`config.mk`:
```
export PLATFORM = sky130hd
export DESIGN_NAME = rmss_regs
export DESIGN_NICKNAME = d
export VERILOG_FILES = /design/src/rmss_regs.v
export VERILOG_INCLUDE_DIRS = /design/src
export SDC_FILE = /design/constraint.sdc
export NUM_CORES = 1
export LEC_CHECK = 0
export ABC_AREA = 1
export BUFFER_PORTS_ARGS = -buffer_cell sky130_fd_sc_hd__buf_2
export CAP_MARGIN = 20
export CORE_MARGIN = 4
export CORE_UTILIZATION = 50
export CTS_BUF_LIST = sky130_fd_sc_hd__clkbuf_8
export DETAILED_ROUTE_END_ITERATION = 8
export GPL_TIMING_DRIVEN = 0
export PLACE_DENSITY = 0.87
export SYNTH_ARGS = -nofsm -noshare
export SYNTH_HDL_FRONTEND = slang
export SYNTH_SLANG_ARGS = --single-unit
```
`constraint.sdc`:
```
create_clock -name clk_in -period 1.35 [get_ports clk_in]
set_input_delay 0.405 -clock clk_in [delete_from_list [all_inputs] [get_ports clk_in]]
set_output_delay 0.405 -clock clk_in [all_outputs]
set_load 0.005 [all_outputs]
```
`src/rmss_defines.vh`:
```
// register offsets, field positions, reset values for the misc status bank
`ifndef RMSS_DEFINES_VH
`define RMSS_DEFINES_VH

// bus widths
`define RMSS_ADDR_W 8
`define RMSS_DATA_W 8

// register offsets
`define RMSS_OFF_MISC_STS 8'h1C
`define RMSS_OFF_FORCE_CHG 8'h1E
`define RMSS_OFF_RATE_SHD 8'h1F
`define RMSS_OFF_FIFO_SHD 8'h20
`define RMSS_OFF_EDGE_SEL 8'h21
`define RMSS_OFF_KBD_STS 8'h24
`define RMSS_OFF_MISC_MASK 8'h25
`define RMSS_OFF_KBD_MASK 8'h26

// reset values
`define RMSS_RST_MISC_STS 6'h00
`define RMSS_RST_FORCE_CHG 2'h3
`define RMSS_RST_RATE_SHD 8'h02
`define RMSS_RST_FIFO_SHD 8'h00
`define RMSS_RST_EDGE_SEL 4'h0
`define RMSS_RST_KBD_STS 4'h0
`define RMSS_RST_MASK 6'h00
`define RMSS_RST_KBD_MASK 4'h0

// live bit masks of the status, force, shadow and edge select registers
`define RMSS_MISC_STS_BITS 8'h3F
`define RMSS_FORCE_CHG_BITS 8'h03
`define RMSS_RATE_SHD_BITS 8'hDF
`define RMSS_FIFO_SHD_BITS 8'hCF
`define RMSS_EDGE_SEL_BITS 8'h0F
`define RMSS_KBD_STS_BITS 8'h0F

// field positions, forced disk change
`define RMSS_FCHG_DRV0 0
`define RMSS_FCHG_DRV1 1

// field positions, edge select and keyboard event status
`define RMSS_KBD_P2_SMI 0
`define RMSS_KBD_P6_SMI 1
`define RMSS_KBD_P2_WAKE 2
`define RMSS_KBD_P6_WAKE 3

// answer to an unmapped read
`define RMSS_UNMAPPED_DATA 8'h00

`endif

```
`src/rmss_regs.v`:
```
// runtime misc status, forced disk change, shadows and edge select registers
//
// Strobed register access is this design's own decision.
`timescale 1ns/100ps
`default_nettype none
`include "rmss_defines.vh"

// overview
// six sticky either-edge flags, cleared by writing one
// two forced disk change bits, one per drive
// software only sets them, a step to the drive clears them
// disk change indication ORs the force of each selected drive with the pin
// two read-only shadows follow writes in other blocks
// floppy data-rate shadow, serial fifo control shadow
// four keyboard flags, smi and wake for pins 2 and 6
// falling edges always count, rising ones by select bit
// one level interrupt from all unmasked flags
// own offsets 0x24 to 0x26 hold keyboard status and masks
// limitations
// one synchronous reset stands in for all power resets
// pins are taken as synchronous, no synchroniser here
// a pulse shorter than a clock cycle may be missed
// edges in the first cycle after reset are ignored
// trade-off: outputs are flops, so indication lags a cycle

module rmss_regs #(
  parameter NUM_EDGE = 6 // number of either-edge inputs
) (
  // clock and reset
  input wire clk_in,
  input wire srst_in,
  // register port
  // read data one cycle after the read strobe
  input wire [`RMSS_ADDR_W-1:0] addr_in,
  input wire [`RMSS_DATA_W-1:0] wdata_in,
  input wire wr_in,
  input wire rd_in,
  output wire [`RMSS_DATA_W-1:0] rdata_out,
  // either-edge pins
  input wire edge_input_a_in,
  input wire edge_input_b_in,
  input wire edge_input_c_in,
  input wire edge_input_d_in,
  input wire edge_input_e_in,
  input wire edge_input_f_in,
  // floppy drive pins
  input wire step_pulse_n_in,
  input wire drive0_select_n_in,
  input wire drive1_select_n_in,
  input wire disk_change_in_n_in,
  output wire disk_change_indication_out,
  // source register writes in the floppy and serial blocks
  input wire rate_src_wr_in,
  input wire [`RMSS_DATA_W-1:0] rate_src_data_in,
  input wire fifo_src_wr_in,
  input wire [`RMSS_DATA_W-1:0] fifo_src_data_in,
  // keyboard port pins
  input wire kbd_port_pin2_in,
  input wire kbd_port_pin6_in,
  // keyboard event flags, smi and wake
  output wire [3:0] kbd_event_out,
  // interrupt
  output wire irq_out
);

  // decide whether a keyboard pin edge counts
  // a falling edge always counts, a rising one only when both is chosen
  // shared by all four keyboard flags, two per pin
  function edge_hit;
    input prev_lvl;
    input cur_lvl;
    input both_sel;
    begin
      edge_hit = (prev_lvl & ~cur_lvl) | (both_sel & ~prev_lvl & cur_lvl);
    end
  endfunction

  // address decode
  wire hit_misc = (addr_in == `RMSS_OFF_MISC_STS);
  wire hit_force = (addr_in == `RMSS_OFF_FORCE_CHG);
  // shadow offsets need no write decode, bus writes never reach them
  wire hit_edge = (addr_in == `RMSS_OFF_EDGE_SEL);
  wire hit_kbd = (addr_in == `RMSS_OFF_KBD_STS);
  wire hit_mmask = (addr_in == `RMSS_OFF_MISC_MASK);
  wire hit_kmask = (addr_in == `RMSS_OFF_KBD_MASK);

  // qualified write strobes
  // reads have no side effects, so only writes are qualified
  wire wr_misc = wr_in & hit_misc;
  wire wr_force = wr_in & hit_force;
  wire wr_edge = wr_in & hit_edge;
  wire wr_kbd = wr_in & hit_kbd;
  wire wr_mmask = wr_in & hit_mmask;
  wire wr_kmask = wr_in & hit_kmask;

  // state registers
  // every stored bit below has a reset value
  reg [NUM_EDGE-1:0] misc_sts_reg; // sticky either-edge flags
  reg [NUM_EDGE-1:0] misc_sts_next;
  reg [NUM_EDGE-1:0] edge_prev_reg; // last sampled level of each pin
  reg [1:0] force_reg; // forced disk change per drive
  reg [1:0] force_next;
  reg [7:0] rate_shd_reg; // floppy data-rate shadow
  reg [7:0] fifo_shd_reg; // serial fifo control shadow
  reg [3:0] edge_sel_reg; // keyboard edge selects
  reg [3:0] kbd_sts_reg; // keyboard smi and wake flags
  reg [3:0] kbd_sts_next;
  reg [NUM_EDGE-1:0] misc_mask_reg; // interrupt mask for edge flags
  reg [NUM_EDGE-1:0] misc_mask_next;
  reg [3:0] kbd_mask_reg; // interrupt mask for keyboard flags
  reg [3:0] kbd_mask_next;
  reg kbd_p2_prev_reg; // last level of keyboard pin 2
  reg kbd_p6_prev_reg; // last level of keyboard pin 6
  reg prev_valid_reg; // previous levels hold real samples
  reg [7:0] rdata_reg; // read answer
  reg chg_ind_reg; // disk change indication
  reg irq_reg; // interrupt level

  // gather the edge pins into a vector, bit 0 is input a
  wire [NUM_EDGE-1:0] edge_pins = {edge_input_f_in, edge_input_e_in, edge_input_d_in,
    edge_input_c_in, edge_input_b_in, edge_input_a_in};

  // either-edge detect per pin
  // suppressed on the first cycle after reset, else a stale zero looks like an edge
  // a pin that toggles every cycle sets its flag each time
  wire [NUM_EDGE-1:0] edge_evt;
  genvar gi;
  generate
    for (gi = 0; gi < NUM_EDGE; gi = gi + 1) begin : g_edge
      assign edge_evt[gi] = prev_valid_reg & (edge_prev_reg[gi] ^ edge_pins[gi]);
    end
  endgenerate

  // keyboard pin events, one per flag
  // pin 2 feeds bits 0 and 2, pin 6 feeds bits 1 and 3
  wire [3:0] kbd_evt;
  assign kbd_evt[`RMSS_KBD_P2_SMI] = prev_valid_reg &
    edge_hit(kbd_p2_prev_reg, kbd_port_pin2_in, edge_sel_reg[`RMSS_KBD_P2_SMI]);
  assign kbd_evt[`RMSS_KBD_P6_SMI] = prev_valid_reg &
    edge_hit(kbd_p6_prev_reg, kbd_port_pin6_in, edge_sel_reg[`RMSS_KBD_P6_SMI]);
  assign kbd_evt[`RMSS_KBD_P2_WAKE] = prev_valid_reg &
    edge_hit(kbd_p2_prev_reg, kbd_port_pin2_in, edge_sel_reg[`RMSS_KBD_P2_WAKE]);
  assign kbd_evt[`RMSS_KBD_P6_WAKE] = prev_valid_reg &
    edge_hit(kbd_p6_prev_reg, kbd_port_pin6_in, edge_sel_reg[`RMSS_KBD_P6_WAKE]);

  // drive selected and stepping, all pins active low
  // both selects low at once is not refused, both bits may clear
  wire drv0_sel = ~drive0_select_n_in;
  wire drv1_sel = ~drive1_select_n_in;
  wire stepping = ~step_pulse_n_in;

  // next value of the sticky edge flags
  // bits above the six flags are not stored at all
  always @* begin
    misc_sts_next = misc_sts_reg;
    // write one clears, write zero leaves alone
    if (wr_misc) begin
      misc_sts_next = misc_sts_next & ~wdata_in[NUM_EDGE-1:0];
    end
    // set after clear so a same-cycle edge survives
    misc_sts_next = misc_sts_next | edge_evt;
  end

  // next value of the keyboard flags, same clear-then-set order
  // cleared by writing one at their own offset
  always @* begin
    kbd_sts_next = kbd_sts_reg;
    if (wr_kbd) begin
      kbd_sts_next = kbd_sts_next & ~wdata_in[3:0];
    end
    kbd_sts_next = kbd_sts_next | kbd_evt;
  end

  // next value of the forced disk change bits
  // written as clear first, then set, so a set write wins
  always @* begin
    force_next = force_reg;
    // hardware clears on step to the selected drive
    // a step with no drive selected clears nothing
    if (stepping & drv0_sel) begin
      force_next[`RMSS_FCHG_DRV0] = 1'b0;
    end
    if (stepping & drv1_sel) begin
      force_next[`RMSS_FCHG_DRV1] = 1'b0;
    end
    // software may only set; a software set beats a same-cycle step clear
    if (wr_force) begin
      force_next = force_next | wdata_in[1:0];
    end
  end

  // sticky flags and previous levels
  always @(posedge clk_in) begin
    if (srst_in) begin
      // flags clear, previous levels not yet valid
      misc_sts_reg <= `RMSS_RST_MISC_STS;
      kbd_sts_reg <= `RMSS_RST_KBD_STS;
      edge_prev_reg <= {NUM_EDGE{1'b0}};
      kbd_p2_prev_reg <= 1'b0;
      kbd_p6_prev_reg <= 1'b0;
      prev_valid_reg <= 1'b0;
    end else begin
      // flags follow their next values
      misc_sts_reg <= misc_sts_next;
      kbd_sts_reg <= kbd_sts_next;
      // pins are taken as synchronous, no extra stage
      edge_prev_reg <= edge_pins;
      kbd_p2_prev_reg <= kbd_port_pin2_in;
      kbd_p6_prev_reg <= kbd_port_pin6_in;
      prev_valid_reg <= 1'b1;
    end
  end

  // forced disk change bits
  always @(posedge clk_in) begin
    if (srst_in) begin
      // both drives start flagged as changed
      force_reg <= `RMSS_RST_FORCE_CHG;
    end else begin
      // step clears and software sets
      force_reg <= force_next;
    end
  end

  // shadows copy the source writes, bus writes never reach them
  // the source blocks own the real registers, these are only copies
  // reserved shadow bits are dropped rather than copied
  always @(posedge clk_in) begin
    if (srst_in) begin
      // shadow reset values
      rate_shd_reg <= `RMSS_RST_RATE_SHD;
      fifo_shd_reg <= `RMSS_RST_FIFO_SHD;
    end else begin
      // floppy data-rate source written
      if (rate_src_wr_in) begin
        rate_shd_reg <= rate_src_data_in & `RMSS_RATE_SHD_BITS;
      end
      // serial fifo control source written
      if (fifo_src_wr_in) begin
        fifo_shd_reg <= fifo_src_data_in & `RMSS_FIFO_SHD_BITS;
      end
    end
  end

  // plain read/write control registers
  always @(posedge clk_in) begin
    if (srst_in) begin
      // selects and masks start cleared
      edge_sel_reg <= `RMSS_RST_EDGE_SEL;
      misc_mask_reg <= `RMSS_RST_MASK;
      kbd_mask_reg <= `RMSS_RST_KBD_MASK;
    end else begin
      // edge selects steer the keyboard event logic
      if (wr_edge) begin
        edge_sel_reg <= wdata_in[3:0];
      end
      // interrupt masks, decided in their next-value process
      misc_mask_reg <= misc_mask_next;
      kbd_mask_reg <= kbd_mask_next;
    end
  end

  // next value of the interrupt masks
  // irq reads these, so a mask write acts in the same cycle
  // without them irq would stay up one cycle after masking
  always @* begin
    misc_mask_next = misc_mask_reg;
    kbd_mask_next = kbd_mask_reg;
    // misc status mask
    if (wr_mmask) begin
      misc_mask_next = wdata_in[NUM_EDGE-1:0];
    end
    // keyboard flag mask
    if (wr_kmask) begin
      kbd_mask_next = wdata_in[3:0];
    end
  end

  // read mux, reserved bits come back as zero
  // status reads clear nothing, only writes do
  reg [7:0] rd_mux;
  always @* begin
    rd_mux = `RMSS_UNMAPPED_DATA;
    case (addr_in)
      `RMSS_OFF_MISC_STS: begin
        rd_mux = {{(8-NUM_EDGE){1'b0}}, misc_sts_reg} & `RMSS_MISC_STS_BITS;
      end
      `RMSS_OFF_FORCE_CHG: begin
        rd_mux = {6'h00, force_reg};
      end
      `RMSS_OFF_RATE_SHD: begin
        rd_mux = rate_shd_reg;
      end
      `RMSS_OFF_FIFO_SHD: begin
        rd_mux = fifo_shd_reg;
      end
      `RMSS_OFF_EDGE_SEL: begin
        rd_mux = {4'h0, edge_sel_reg};
      end
      // own offsets past the documented slice
      `RMSS_OFF_KBD_STS: begin
        rd_mux = {4'h0, kbd_sts_reg};
      end
      `RMSS_OFF_MISC_MASK: begin
        rd_mux = {{(8-NUM_EDGE){1'b0}}, misc_mask_reg};
      end
      `RMSS_OFF_KBD_MASK: begin
        rd_mux = {4'h0, kbd_mask_reg};
      end
      default: begin
        rd_mux = `RMSS_UNMAPPED_DATA; // unmapped address
      end
    endcase
  end

  // read data stand for exactly one cycle after the strobe
  // a read never changes any register, status included
  always @(posedge clk_in) begin
    if (srst_in) begin
      rdata_reg <= 8'h00;
    end else if (rd_in) begin
      // a read strobe latches the mux
      rdata_reg <= rd_mux;
    end else begin
      // idle cycles read back zero
      rdata_reg <= 8'h00;
    end
  end

  // disk change indication, registered so the output is a flop
  // costs one cycle of lag behind the select pins
  always @(posedge clk_in) begin
    if (srst_in) begin
      // indication off in reset
      chg_ind_reg <= 1'b0;
    end else begin
      // force terms use next values so a step clear shows at once
      chg_ind_reg <= (drv0_sel & force_next[`RMSS_FCHG_DRV0]) |
        (drv1_sel & force_next[`RMSS_FCHG_DRV1]) | ~disk_change_in_n_in;
    end
  end

  // interrupt level from next flag values, aligned with the flags
  // a write that clears the last flag drops irq in the same cycle
  always @(posedge clk_in) begin
    if (srst_in) begin
      // no interrupt in reset
      irq_reg <= 1'b0;
    end else begin
      // masks also taken at their next values
      irq_reg <= (|(misc_sts_next & misc_mask_next)) | (|(kbd_sts_next & kbd_mask_next));
    end
  end

  // outputs straight from flops
  // kbd flags leave for the smi and wake routing
  // the indication feeds the floppy input register bit 7
  assign rdata_out = rdata_reg;
  assign disk_change_indication_out = chg_ind_reg;
  assign kbd_event_out = kbd_sts_reg;
  assign irq_out = irq_reg;

endmodule // rmss_regs
`default_nettype wire

```
==> flow_summary.rst, run 1 <==
.. list-table::
   :header-rows: 1

   * - Metric
     - Value
   * - Drc violations
     - 0
   * - Max frequency
     - 687 MHz
   * - Fraction of the mapped netlist area in simple logic gates
     - 31.9%
   * - Synth-to-layout area growth
     - 32.8%
   * - Sequential cell area fraction in the yosys report
     - 43.0%
   * - Cell at the root of the clock tree
     - sky130_fd_sc_hd__clkbuf_8
   * - Hold_sp
     - fifo_src_data_in[3]
   * - Via count normalized by instance count
     - 5.37
   * - Cell depth of the worst min-delay path
     - 3
   * - Pin count of the biggest net entering global routing
     - 11
   * - Multiplexer share of the synthesized area
     - 0%
   * - Fraction of final layout cells sized beyond drive strength 1
     - 32.0%
   * - Signal arrival time at the worst endpoint
     - 1.71 ns
   * - Critical Setup Path Class
     - in2reg
   * - Netlist area before placement
     - 0.00270 mm²
   * - Total Nets Final
     - 530
   * - Total power draw
     - 3.68 mW
   * - Standby leakage power
     - 1.67 nW
   * - Most used standard cells in the synthesized netlist
     - sky130_fd_sc_hd__nand2_1, sky130_fd_sc_hd__nor2_1, sky130_fd_sc_hd__dfxtp_1, sky130_fd_sc_hd__inv_1, sky130_fd_sc_hd__o21ai_0
   * - Wire length of the first global-routing pass
     - 12700 µm
   * - Weighted congestion reported at the end of routability-driven placement
     - 0.937
   * - Clock net sink count
     - 58
   * - Syn Inst Count
     - 396
   * - Class of the most critical hold timing path
     - in2reg
   * - DRT Wirelength
     - 8420 µm
   * - Startpoint of the worst-slack reg-to-reg timing path
     - prev_valid_reg$_DFF_P_
   * - TritonCTS Buffers
     - 9
   * - Busiest metal layer after global routing
     - met2
   * - Most numerous cell in the Yosys netlist
     - sky130_fd_sc_hd__nand2_1
   * - Boundary pin count
     - 64
   * - Number of port buffers
     - 58
   * - Mapped Nets
     - 446
   * - Max-slew violation total from the final report
     - 0
   * - Critical Path Source Type
     - input port
   * - Post-detail-place hpwl
     - 5340 µm
   * - Clock tree from TritonCTS
     - done
   * - Met3 global-route usage
     - 8.11%
   * - Die boundary width
     - 81.5 µm
   * - Minimum clock period after layout
     - 1.46 ns
   * - Worst Max-Slew Pin Slew
     - 0.507 ns
   * - Total of flip-flops plus latches after synthesis
     - 58
   * - Area fraction of the dominant cell type after synthesis
     - 43.0%
   * - XOR/XNOR Fraction of Synth Area
     - 0%
   * - CP max FO
     - 3
   * - Outcome
     - finished with violations
   * - Mean cell area of the mapped netlist
     - 6.82 µm²
   * - Complex-gate fraction of the synthesized area
     - 14.6%
   * - Final antenna-violating net count
     - 0
   * - Dominant cells by area after synthesis
     - sky130_fd_sc_hd__dfxtp_1, sky130_fd_sc_hd__nand2_1, sky130_fd_sc_hd__nor2_1
   * - Yosys warnings
     - 0
   * - Worst-Skew Late Latency
     - 0.36 ns
   * - Worst setup slack after layout
     - -0.106 ns
   * - Power density over the cells
     - 1030 mW/mm²
   * - Largest register FFs
     - 8
   * - Post-synth top flop
     - sky130_fd_sc_hd__dfxtp_1
   * - Vias in the first global route
     - 2739
   * - Final antenna diode count
     - 0
   * - Placement-stage worst setup slack
     - -0.529 ns
   * - Max-slew headroom at the worst pin
     - 66.2%
   * - Core Area
     - 0.00517 mm²
   * - Post-synth ARST share
     - 0%
   * - End point of the worst hold path
     - fifo_shd_reg[3]$_SDFFE_PP0P_
   * - Violations in the final reports
     - negative setup slack
   * - Reg-to-reg critical path endpoint
     - irq_out$_SDFF_PP0_
   * - Crit path capture type
     - flip-flop
   * - Number of hold buffers added after CTS
     - 0
   * - Fillcell total
     - 398
   * - Critical Path Source
     - addr_in[1]
   * - Largest area contributor in the synthesized netlist
     - sky130_fd_sc_hd__dfxtp_1
   * - Total global routing overflow
     - 0
   * - Worst Reg2Reg Path Length in Cells
     - 10
   * - CTS max path bufs
     - 2
   * - Number of detailed-route iterations in the first pass
     - 5
   * - Flop-to-flop setup slack
     - 0.04 ns
   * - Combinational family with the most area after synthesis
     - simple AND/OR/NAND/NOR gates
   * - Depth of the CTS H-tree
     - 3
   * - Antenna violations before repair
     - 0
   * - # Max-Cap Violations
     - 0
   * - Final worst clock skew
     - 0.00953 ns
   * - Post-synth cell types
     - 29
   * - Initial detailed-routing violation count
     - 381
   * - Final setup viols
     - 4
   * - Total number of vias
     - 2978
   * - Fraction of met2 tracks used by global routing
     - 43.5%
   * - Standard-cell rows
     - 26
   * - Starting density of the core
     - 52.2%
   * - Overall die height
     - 81.5 µm
   * - Die ar.
     - 0.00665 mm²
   * - Placed Instance Area
     - 0.00309 mm²
   * - Drt wl/cell
     - 15.2 µm
   * - Overall global routing resource usage
     - 25.3%
   * - Highest ir drop seen on vdd
     - 0.000788 V
   * - Layout Cell Area excl Fill
     - 0.00359 mm²
   * - Final Hold Vio Count
     - 0
   * - CP Data Required Time
     - 1.60 ns
   * - Number of enable-type register cells in the synthesized netlist
     - 0
   * - Clock transition at path regs
     - 0.07 ns
   * - Unrepaired setup endpoints after global routing
     - yes
   * - Adder-cell share of the synthesized area
     - 0%
   * - Met1 track demand over resource
     - 28.9%
   * - Final period util
     - 108%
power by group:
| part | internal [mW] | switching, mW | total [mW] |
|---|---|---|---|
| sequential | 1.78 | 0.0376 | 1.82 |
| combinational | 0.174 | 0.263 | 0.437 |
| clock | 0.697 | 0.728 | 1.43 |
| total | 2.65 | 1.03 | 3.68 |
layer usage:
layer / up-vias / share of wire, %
met5: - / 0
met4: 0 / 5.2
met3: 44 / 9.2
met2: 158 / 49
met1: 1363 / 37
li1: 1413 / -
cell type report:
class / instances / area [µm²] / area share, %
Multi-Input combinational cell: 272 / 1430 / 39.7
Inverter: 57 / 219 / 6.10
Buffer: 8 / 65.1 / 1.81
Tap cell: 70 / 87.6 / 2.44
Timing Repair Buffer: 74 / 458 / 12.8
Clock inverter: 6 / 33.8 / 0.941
Sequential cell: 58 / 1160 / 32.4
Clock buffer: 10 / 138 / 3.84
how the worst max path moves through the flow:
stage | to | slack [ns] | cells past startpoint
floorplan | irq_out$_SDFF_PP0_ | -0.09 | 13
global placement | irq_out$_SDFF_PP0_ | -0.49 | 11
detailed placement | irq_out$_SDFF_PP0_ | -0.53 | 11
CTS | irq_out$_SDFF_PP0_ | -0.06 | 14
global route | irq_out$_SDFF_PP0_ | -0.19 | 14
finish | irq_out$_SDFF_PP0_ | -0.11 | 14
cell usage in the layout, fill, tap and decap left out, types with 2 or more instances in the layout:
cell / n
sky130_fd_sc_hd__nand3_4: 3
sky130_fd_sc_hd__inv_1: 48
sky130_fd_sc_hd__nand3_1: 6
sky130_fd_sc_hd__clkinvlp_4: 2
sky130_fd_sc_hd__dfxtp_1: 58
sky130_fd_sc_hd__nand4_1: 6
sky130_fd_sc_hd__o21ai_0: 28
sky130_fd_sc_hd__clkbuf_1: 2
sky130_fd_sc_hd__o21ai_2: 7
sky130_fd_sc_hd__nor2_2: 4
sky130_fd_sc_hd__nand2_4: 2
sky130_fd_sc_hd__a21oi_1: 23
sky130_fd_sc_hd__buf_2: 54
sky130_fd_sc_hd__clkinv_2: 3
sky130_fd_sc_hd__inv_2: 8
sky130_fd_sc_hd__buf_4: 14
sky130_fd_sc_hd__o22ai_1: 3
sky130_fd_sc_hd__o21ai_1: 3
sky130_fd_sc_hd__clkbuf_8: 10
sky130_fd_sc_hd__nor2_4: 7
sky130_fd_sc_hd__buf_6: 9
sky130_fd_sc_hd__nand2_2: 16
sky130_fd_sc_hd__nor2_1: 72
sky130_fd_sc_hd__inv_4: 2
sky130_fd_sc_hd__nand2_1: 75
sky130_fd_sc_hd__nand3_2: 7
through the flow:
stage / hold slack (ns) / utilization [%] / TNS [ns] / cells
detailed placement: 0.456 / 59.8 / -8.16 / 524
global placement: 0.449 / 59.8 / -7.23 / 524
finish: 0.272 / 69.4 / -0.189 / 555
CTS: 0.274 / 66.1 / -0.0840 / 550
global route: 0.286 / 69.4 / -0.788 / 555
floorplan: 0.434 / - / -0.0900 / 396
critical path, cell delays in order:
cell and delay, ns:
sky130_fd_sc_hd__buf_4 0.14, sky130_fd_sc_hd__nor2_4 0.10, sky130_fd_sc_hd__nand2_2 0.07, sky130_fd_sc_hd__nor2_4 0.18
sky130_fd_sc_hd__buf_12 0.13, sky130_fd_sc_hd__nand3_1 0.07, sky130_fd_sc_hd__nand2_1 0.10, sky130_fd_sc_hd__nand2_1 0.07
sky130_fd_sc_hd__nand2_1 0.06, sky130_fd_sc_hd__nand2_1 0.06, sky130_fd_sc_hd__nor2_1 0.10, sky130_fd_sc_hd__nand3_1 0.11
sky130_fd_sc_hd__nand2_1 0.08, sky130_fd_sc_hd__inv_1 0.03
repair_timing:
item,4_1_cts,5_1_grt
setup buffers,8,6
resized for setup,20,39
gates cloned,2,0
pin swaps,18,25
setup endpoints to repair,1,23
logic make-up after synthesis:
group           after synthesis
buf+inv                      66
compound gates               71
simple gates                201
flops                        58
Note: power is estimated with default switching activity, not from simulation.
==> run 2: changes to the inputs <==
--- a/config.mk
+++ b/config.mk
@@ -9,12 +9,13 @@
 export ABC_AREA = 1
 export BUFFER_PORTS_ARGS = -buffer_cell sky130_fd_sc_hd__buf_2
 export CAP_MARGIN = 20
-export CORE_MARGIN = 4
+export CORE_MARGIN = 1
 export CORE_UTILIZATION = 50
 export CTS_BUF_LIST = sky130_fd_sc_hd__clkbuf_8
 export DETAILED_ROUTE_END_ITERATION = 8
 export GPL_TIMING_DRIVEN = 0
 export PLACE_DENSITY = 0.87
+export REMOVE_ABC_BUFFERS = 1
 export SYNTH_ARGS = -nofsm -noshare
 export SYNTH_HDL_FRONTEND = slang
 export SYNTH_SLANG_ARGS = --single-unit
==> flow_summary.rst, run 2 (synthesis results as in run 1) <==
.. list-table::
   :header-rows: 1

   * - Metric
     - Value
   * - Outcome
     - finished with violations
   * - Violations in the final reports
     - negative setup slack
   * - Drt wl/cell
     - 14.7 µm
   * - Core Area
     - 0.00517 mm²
   * - Cell with the most instances on the worst path
     - sky130_fd_sc_hd__nand2_1
   * - Number of hold buffers added after CTS
     - 0
   * - Setup TNS
     - -1.71 ns
   * - Starting density of the core
     - 52.2%
   * - Max-slew violation total from the final report
     - 0
   * - Overall die height
     - 75.5 µm
   * - Fraction of final layout cells sized beyond drive strength 1
     - 30.1%
   * - Initial detailed-routing violation count
     - 417
   * - Pin count of the biggest net entering global routing
     - 32
   * - Final period util
     - 115%
   * - Unrepaired setup endpoints after global routing
     - yes
   * - Total global routing overflow
     - 0
   * - Worst hold margin
     - 0.291 ns
   * - Weighted congestion reported at the end of routability-driven placement
     - 0.886
   * - Clock net sink count
     - 58
   * - Slowest-stage cell, CP
     - sky130_fd_sc_hd__nor2_4
   * - Number of detailed-route iterations in the first pass
     - 5
   * - Commonest cells after routing, fill and taps aside
     - sky130_fd_sc_hd__nand2_1, sky130_fd_sc_hd__nor2_1, sky130_fd_sc_hd__dfxtp_1
   * - TritonCTS Buffers
     - 9
   * - Clock transition at path regs
     - 0.06 ns
   * - Reg-to-reg critical path endpoint
     - irq_out$_SDFF_PP0_
   * - Startpoint of the worst-slack reg-to-reg timing path
     - prev_valid_reg$_DFF_P_
   * - Final antenna-violating net count
     - 0
   * - Cell at the root of the clock tree
     - sky130_fd_sc_hd__clkbuf_8
   * - CTS max path bufs
     - 2
   * - Standard-cell rows
     - 26
   * - # Max-Cap Violations
     - 0
   * - Antenna violations before repair
     - 0
   * - Final worst clock skew
     - 0.00863 ns
   * - Total number of vias
     - 3007
   * - Die boundary width
     - 75.5 µm
   * - Clock tree from TritonCTS
     - done
   * - Post-detail-place hpwl
     - 4710 µm
   * - Max frequency
     - 645 MHz
   * - Layout Cell Area excl Fill
     - 0.00359 mm²
   * - Share of total power consumed by net switching
     - 25.7%
   * - Flop-to-flop setup slack
     - -0.04 ns
   * - Power Internal
     - 2.89 mW
   * - Worst Max-Slew Pin Slew
     - 0.462 ns
   * - Die ar.
     - 0.00570 mm²
   * - Cell-by-cell trace of the critical path
     - buf_2 -> inv_2 -> nand2_2 -> nor2_4 -> nand3_4 -> buf_6 -> buf_6 -> o21ai_2 -> nand2_1 -> nand2_1 -> nor2_1 -> nand3_1 -> nand2_1 -> inv_1
   * - Class of the most critical hold timing path
     - in2reg
   * - Placed Instance Area
     - 0.00301 mm²
   * - Worst-Skew Late Latency
     - 0.34 ns
   * - Clk pwr share
     - 42.2%
   * - Standby leakage power
     - 1.69 nW
   * - Share of power burned in combinational logic
     - 11.0%
   * - CP max FO
     - 4
   * - CP Data Required Time
     - 1.63 ns
   * - Worst Reg2Reg Path Length in Cells
     - 10
   * - Final Hold Vio Count
     - 0
   * - Total power draw
     - 3.89 mW
   * - Minimum clock period after layout
     - 1.55 ns
   * - Power density over the cells
     - 1080 mW/mm²
   * - Final core utilization
     - 69.4%
   * - Number of cells in the finished layout apart from fillers
     - 558
   * - Worst Setup EP
     - irq_out$_SDFF_PP0_
   * - Wire length of the first global-routing pass
     - 11900 µm
   * - Worst setup slack after layout
     - -0.201 ns
   * - Number of placed instances with taps included
     - 515
   * - DRT Wirelength
     - 8220 µm
   * - Via count normalized by instance count
     - 5.39
   * - Overall global routing resource usage
     - 28.5%
   * - Final antenna diode count
     - 0
   * - Drc violations
     - 0
   * - Vias in the first global route
     - 2638
   * - Critical Path Source Type
     - input port
   * - Final setup viols
     - 12
   * - Crit path capture type
     - flip-flop
   * - Total Nets Final
     - 533
   * - Placement-stage worst setup slack
     - -0.741 ns
   * - Most common library cell in the layout ignoring fill and taps
     - sky130_fd_sc_hd__nand2_1
   * - Largest stage delay on the critical path
     - 0.18 ns
   * - Largest register FFs
     - 8
   * - Sequential fraction of design power
     - 46.8%
   * - Boundary pin count
     - 64
   * - Critical Path Source
     - addr_in[1]
   * - Synth-to-layout area growth
     - 32.7%
   * - Signal arrival time at the worst endpoint
     - 1.83 ns
   * - Depth of the CTS H-tree
     - 3
   * - Number of port buffers
     - 58
   * - Critical Setup Path Class
     - in2reg
   * - Max-slew headroom at the worst pin
     - 69.2%
   * - Highest ir drop seen on vdd
     - 0.000799 V
   * - Power spent charging and discharging nets
     - 0.999 mW
## run 2: final cells by class
class                      instances  area [µm²]
timing repair inverter             1        7.51
tap                               70        87.6
multi-input combinational        272        1360
timing repair buffer              84         546
fill                             374        1590
sequential                        58        1160
clock inverter                     5        52.6
clock buffer                      11         151
inverter                          57         220
## run 2: routing by layer
metal  track usage [%]  up-vias  wire length [µm]
met3              8.33       35               876
met4              15.0        0               264
li1                  -     1423                 -
met1              34.8     1354              3100
met5                 0        -                 0
met2              45.5      195              3970
## run 2: power groups by stage
stage | sequential [mW] | clock, mW | combinational (mW)
5_1_grt | 1.83 | 1.75 | 0.473
2_1_floorplan | 1.85 | 0 | 0.178
4_1_cts | 1.82 | 1.65 | 0.377
3_3_place_gp | 1.85 | 0 | 0.324
3_5_place_dp | 1.85 | 0 | 0.336
6_report | 1.82 | 1.64 | 0.427
## run 2: repair_timing
action,4_1_cts,5_1_grt
pin swaps,16,19
buffers inserted,14,12
cloned,1,0
gates resized for setup,26,25
setup endpoints to repair,23,21
## run 2: worst min path at each step
stage / from / endpoint / cells past startpoint
6_report: rate_src_data_in[6] / rate_shd_reg[6]$_SDFFE_PP0P_ / 3
5_1_grt: edge_input_f_in / edge_prev_reg[5]$_SDFF_PP0_ / 3
4_1_cts: edge_input_d_in / edge_prev_reg[3]$_SDFF_PP0_ / 3
3_5_place_dp: fifo_shd_reg[7]$_SDFFE_PP0P_ / rdata_out[7]$_SDFF_PP0_ / 2
3_3_place_gp: rate_shd_reg[1]$_SDFFE_PP1P_ / rate_shd_reg[1]$_SDFFE_PP1P_ / 2
2_1_floorplan: rate_shd_reg[4]$_SDFFE_PP0P_ / rate_shd_reg[4]$_SDFFE_PP0P_ / 2
## run 2: worst max-delay path: cells and delay by family
family          cells  cell delay, ns
simple gates        8            0.73
buf+inv             5            0.52
compound gates      1            0.15
==> run 3: changes to the inputs <==
--- a/config.mk
+++ b/config.mk
@@ -9,7 +9,7 @@
 export ABC_AREA = 1
 export BUFFER_PORTS_ARGS = -buffer_cell sky130_fd_sc_hd__buf_2
 export CAP_MARGIN = 20
-export CORE_MARGIN = 1
+export CORE_MARGIN = 4
 export CORE_UTILIZATION = 50
 export CTS_BUF_LIST = sky130_fd_sc_hd__clkbuf_8
 export DETAILED_ROUTE_END_ITERATION = 8
==> flow_summary.rst, run 3 (synthesis results as in run 1) <==
.. list-table::
   :header-rows: 1

   * - Metric
     - Value
   * - Outcome
     - finished with violations
   * - Violations in the final reports
     - negative setup slack
   * - Cell-by-cell trace of the critical path
     - buf_6 -> inv_4 -> nand2_4 -> nor2_4 -> buf_6 -> nand3_4 -> o21bai_1 -> a21oi_1 -> nor2_1 -> nand3_1 -> nand2_1 -> inv_1
   * - CP Data Required Time
     - 1.59 ns
   * - Synth-to-layout area growth
     - 38.5%
   * - Final core utilization
     - 72.4%
   * - Worst Max-Slew Pin Slew
     - 0.377 ns
   * - Total Nets Final
     - 534
   * - Power spent charging and discharging nets
     - 1.01 mW
   * - Power density over the cells
     - 1090 mW/mm²
   * - TritonCTS Buffers
     - 9
   * - Worst setup slack after layout
     - -0.160 ns
   * - Starting density of the core
     - 52.2%
   * - Cell at the root of the clock tree
     - sky130_fd_sc_hd__clkbuf_8
   * - Clock transition at path regs
     - 0.07 ns
   * - Clock net sink count
     - 58
   * - DRT Wirelength
     - 8770 µm
   * - Power Internal
     - 3.06 mW
   * - Vias in the first global route
     - 2822
   * - Core Area
     - 0.00517 mm²
   * - Minimum clock period after layout
     - 1.51 ns
   * - Standard-cell rows
     - 26
   * - Final worst clock skew
     - 0.0121 ns
   * - Sequential fraction of design power
     - 44.9%
   * - Clk pwr share
     - 43.9%
   * - Post-detail-place hpwl
     - 4850 µm
   * - Share of power burned in combinational logic
     - 11.3%
   * - Wire length of the first global-routing pass
     - 12600 µm
   * - Boundary pin count
     - 64
   * - Largest stage delay on the critical path
     - 0.26 ns
   * - Critical Setup Path Class
     - in2reg
   * - Fillcell total
     - 376
   * - Total number of vias
     - 3038
   * - Final period util
     - 112%
   * - Depth of the CTS H-tree
     - 3
   * - Overall global routing resource usage
     - 25.4%
   * - Highest ir drop seen on vdd
     - 0.000931 V
   * - Class of the most critical hold timing path
     - in2reg
   * - CTS max path bufs
     - 2
   * - Final Hold Vio Count
     - 0
   * - Slowest-stage cell, CP
     - sky130_fd_sc_hd__nor2_4
   * - Final antenna diode count
     - 0
   * - # Max-Cap Violations
     - 0
   * - Overall die height
     - 81.5 µm
   * - Weighted congestion reported at the end of routability-driven placement
     - 0.902
   * - Via count normalized by instance count
     - 5.44
   * - Die ar.
     - 0.00665 mm²
   * - Storage cell area
     - 0.00116 mm²
   * - Final setup viols
     - 13
   * - Max-slew headroom at the worst pin
     - 74.9%
   * - Largest register FFs
     - 8
   * - Setup TNS
     - -1.06 ns
   * - Clock tree from TritonCTS
     - done
   * - Drc violations
     - 0
   * - Final antenna-violating net count
     - 0
   * - Cell with the most instances on the worst path
     - sky130_fd_sc_hd__buf_6
   * - Total power draw
     - 4.07 mW
   * - Worst-Skew Late Latency
     - 0.35 ns
   * - Max-slew violation total from the final report
     - 0
   * - Drt wl/cell
     - 15.7 µm
   * - Die boundary width
     - 81.5 µm
   * - Flop-to-flop setup slack
     - -0.03 ns
   * - Total global routing overflow
     - 0
   * - Signal arrival time at the worst endpoint
     - 1.75 ns
   * - Commonest cells after routing, fill and taps aside
     - sky130_fd_sc_hd__nor2_1, sky130_fd_sc_hd__nand2_1, sky130_fd_sc_hd__dfxtp_1
   * - Critical path's top delay family
     - simple AND/OR/NAND/NOR gates
   * - Initial detailed-routing violation count
     - 466
   * - Antenna violations before repair
     - 0
   * - Pin count of the biggest net entering global routing
     - 32
   * - Critical Path Source Type
     - input port
   * - Unrepaired setup endpoints after global routing
     - yes
   * - Fraction of final layout cells sized beyond drive strength 1
     - 33.2%
   * - Area of combinational cells with multiple inputs
     - 0.00148 mm²
   * - Placed Instance Area
     - 0.00301 mm²
   * - CP max FO
     - 5
   * - Share of total power consumed by net switching
     - 24.7%
   * - Max frequency
     - 662 MHz
   * - Number of detailed-route iterations in the first pass
     - 5
   * - Crit path capture type
     - flip-flop
   * - Buffers and inverters on the worst path
     - 4
   * - Number of port buffers
     - 58
   * - Layout Cell Area excl Fill
     - 0.00374 mm²
   * - Standby leakage power
     - 1.73 nW
==> run 3: cell types whose count changed in the layout (fill, tap and decap cells not counted), sizes merged <==
cell	previous run	this run
clkinv	3	0
clkinvlp	3	2
buf	84	82
nand3	16	17
clkbuf	11	15
nor2	83	84
==> run 3: routing by layer <==
| layer | vias to the layer above | track usage (%) | share of wire, % |
|---|---|---|---|
| li1 | 1425 | - | - |
| met1 | 1363 | 29.2 | 37 |
| met2 | 192 | 42.9 | 48 |
| met3 | 58 | 5.70 | 10 |
| met4 | 0 | 14.7 | 5.8 |
| met5 | - | 0 | 0 |
==> run 3: metrics by stage <==
| stage | setup WS [ns] | hold slack [ns] | cells |
|---|---|---|---|
| 2_1_floorplan | -0.276 | 0.436 | 387 |
| 5_1_grt | -0.240 | 0.301 | 558 |
| 6_report | -0.160 | 0.279 | 558 |
| 3_5_place_dp | -0.718 | 0.456 | 515 |
| 3_3_place_gp | -0.705 | 0.448 | 515 |
| 4_1_cts | -0.0678 | 0.282 | 547 |
==> run 3: final timing paths <==
path | startpoint | end | cells past startpoint
max | addr_in[4] | irq_out$_SDFF_PP0_ | 12
min reg2reg | rate_shd_reg[4]$_SDFFE_PP0P_ | rate_shd_reg[4]$_SDFFE_PP0P_ | 2
max reg2reg | prev_valid_reg$_DFF_P_ | irq_out$_SDFF_PP0_ | 8
min | edge_input_e_in | edge_prev_reg[4]$_SDFF_PP0_ | 3
==> run 3: final cells by class <==
type | count | share of cell area [%]
multi-input combinational | 274 | 39.6
tap | 70 | 2.34
timing repair inverter | 1 | 0.201
inverter | 57 | 5.88
clock inverter | 1 | 0.802
timing repair buffer | 83 | 15.0
sequential | 58 | 31.0
clock buffer | 14 | 5.15
==> run 3: power groups by stage <==
stage          clock network [mW]  logic, mW  registers [mW]
2_1_floorplan                   0      0.178            1.85
3_3_place_gp                    0      0.325            1.85
3_5_place_dp                    0      0.335            1.86
4_1_cts                      1.76      0.387            1.82
5_1_grt                      1.87      0.505            1.83
6_report                     1.78      0.459            1.82
==> run 3: worst register-to-register path, stage by stage (launching register included) <==
cell                      delay (ns)
sky130_fd_sc_hd__dfxtp_1        0.31
sky130_fd_sc_hd__inv_1          0.13
sky130_fd_sc_hd__nor2_1         0.18
sky130_fd_sc_hd__nand2_1        0.14
sky130_fd_sc_hd__a21oi_1        0.36
sky130_fd_sc_hd__nor2_2         0.06
sky130_fd_sc_hd__nand3_1        0.07
sky130_fd_sc_hd__nand2_1        0.05
sky130_fd_sc_hd__inv_1          0.04
==> run 3: timing repair <==
| item | 4_1_cts | 5_1_grt |
|---|---|---|
| pin swaps | 7 | 22 |
| hold buffers | 0 | 0 |
| resized for setup | 30 | 53 |
| buffers inserted | 14 | 11 |
| endpoints found under the hold margin | 0 | 0 |
| endpoints found under the setup margin | 13 | 20 |
| gates cloned | 3 | 0 |
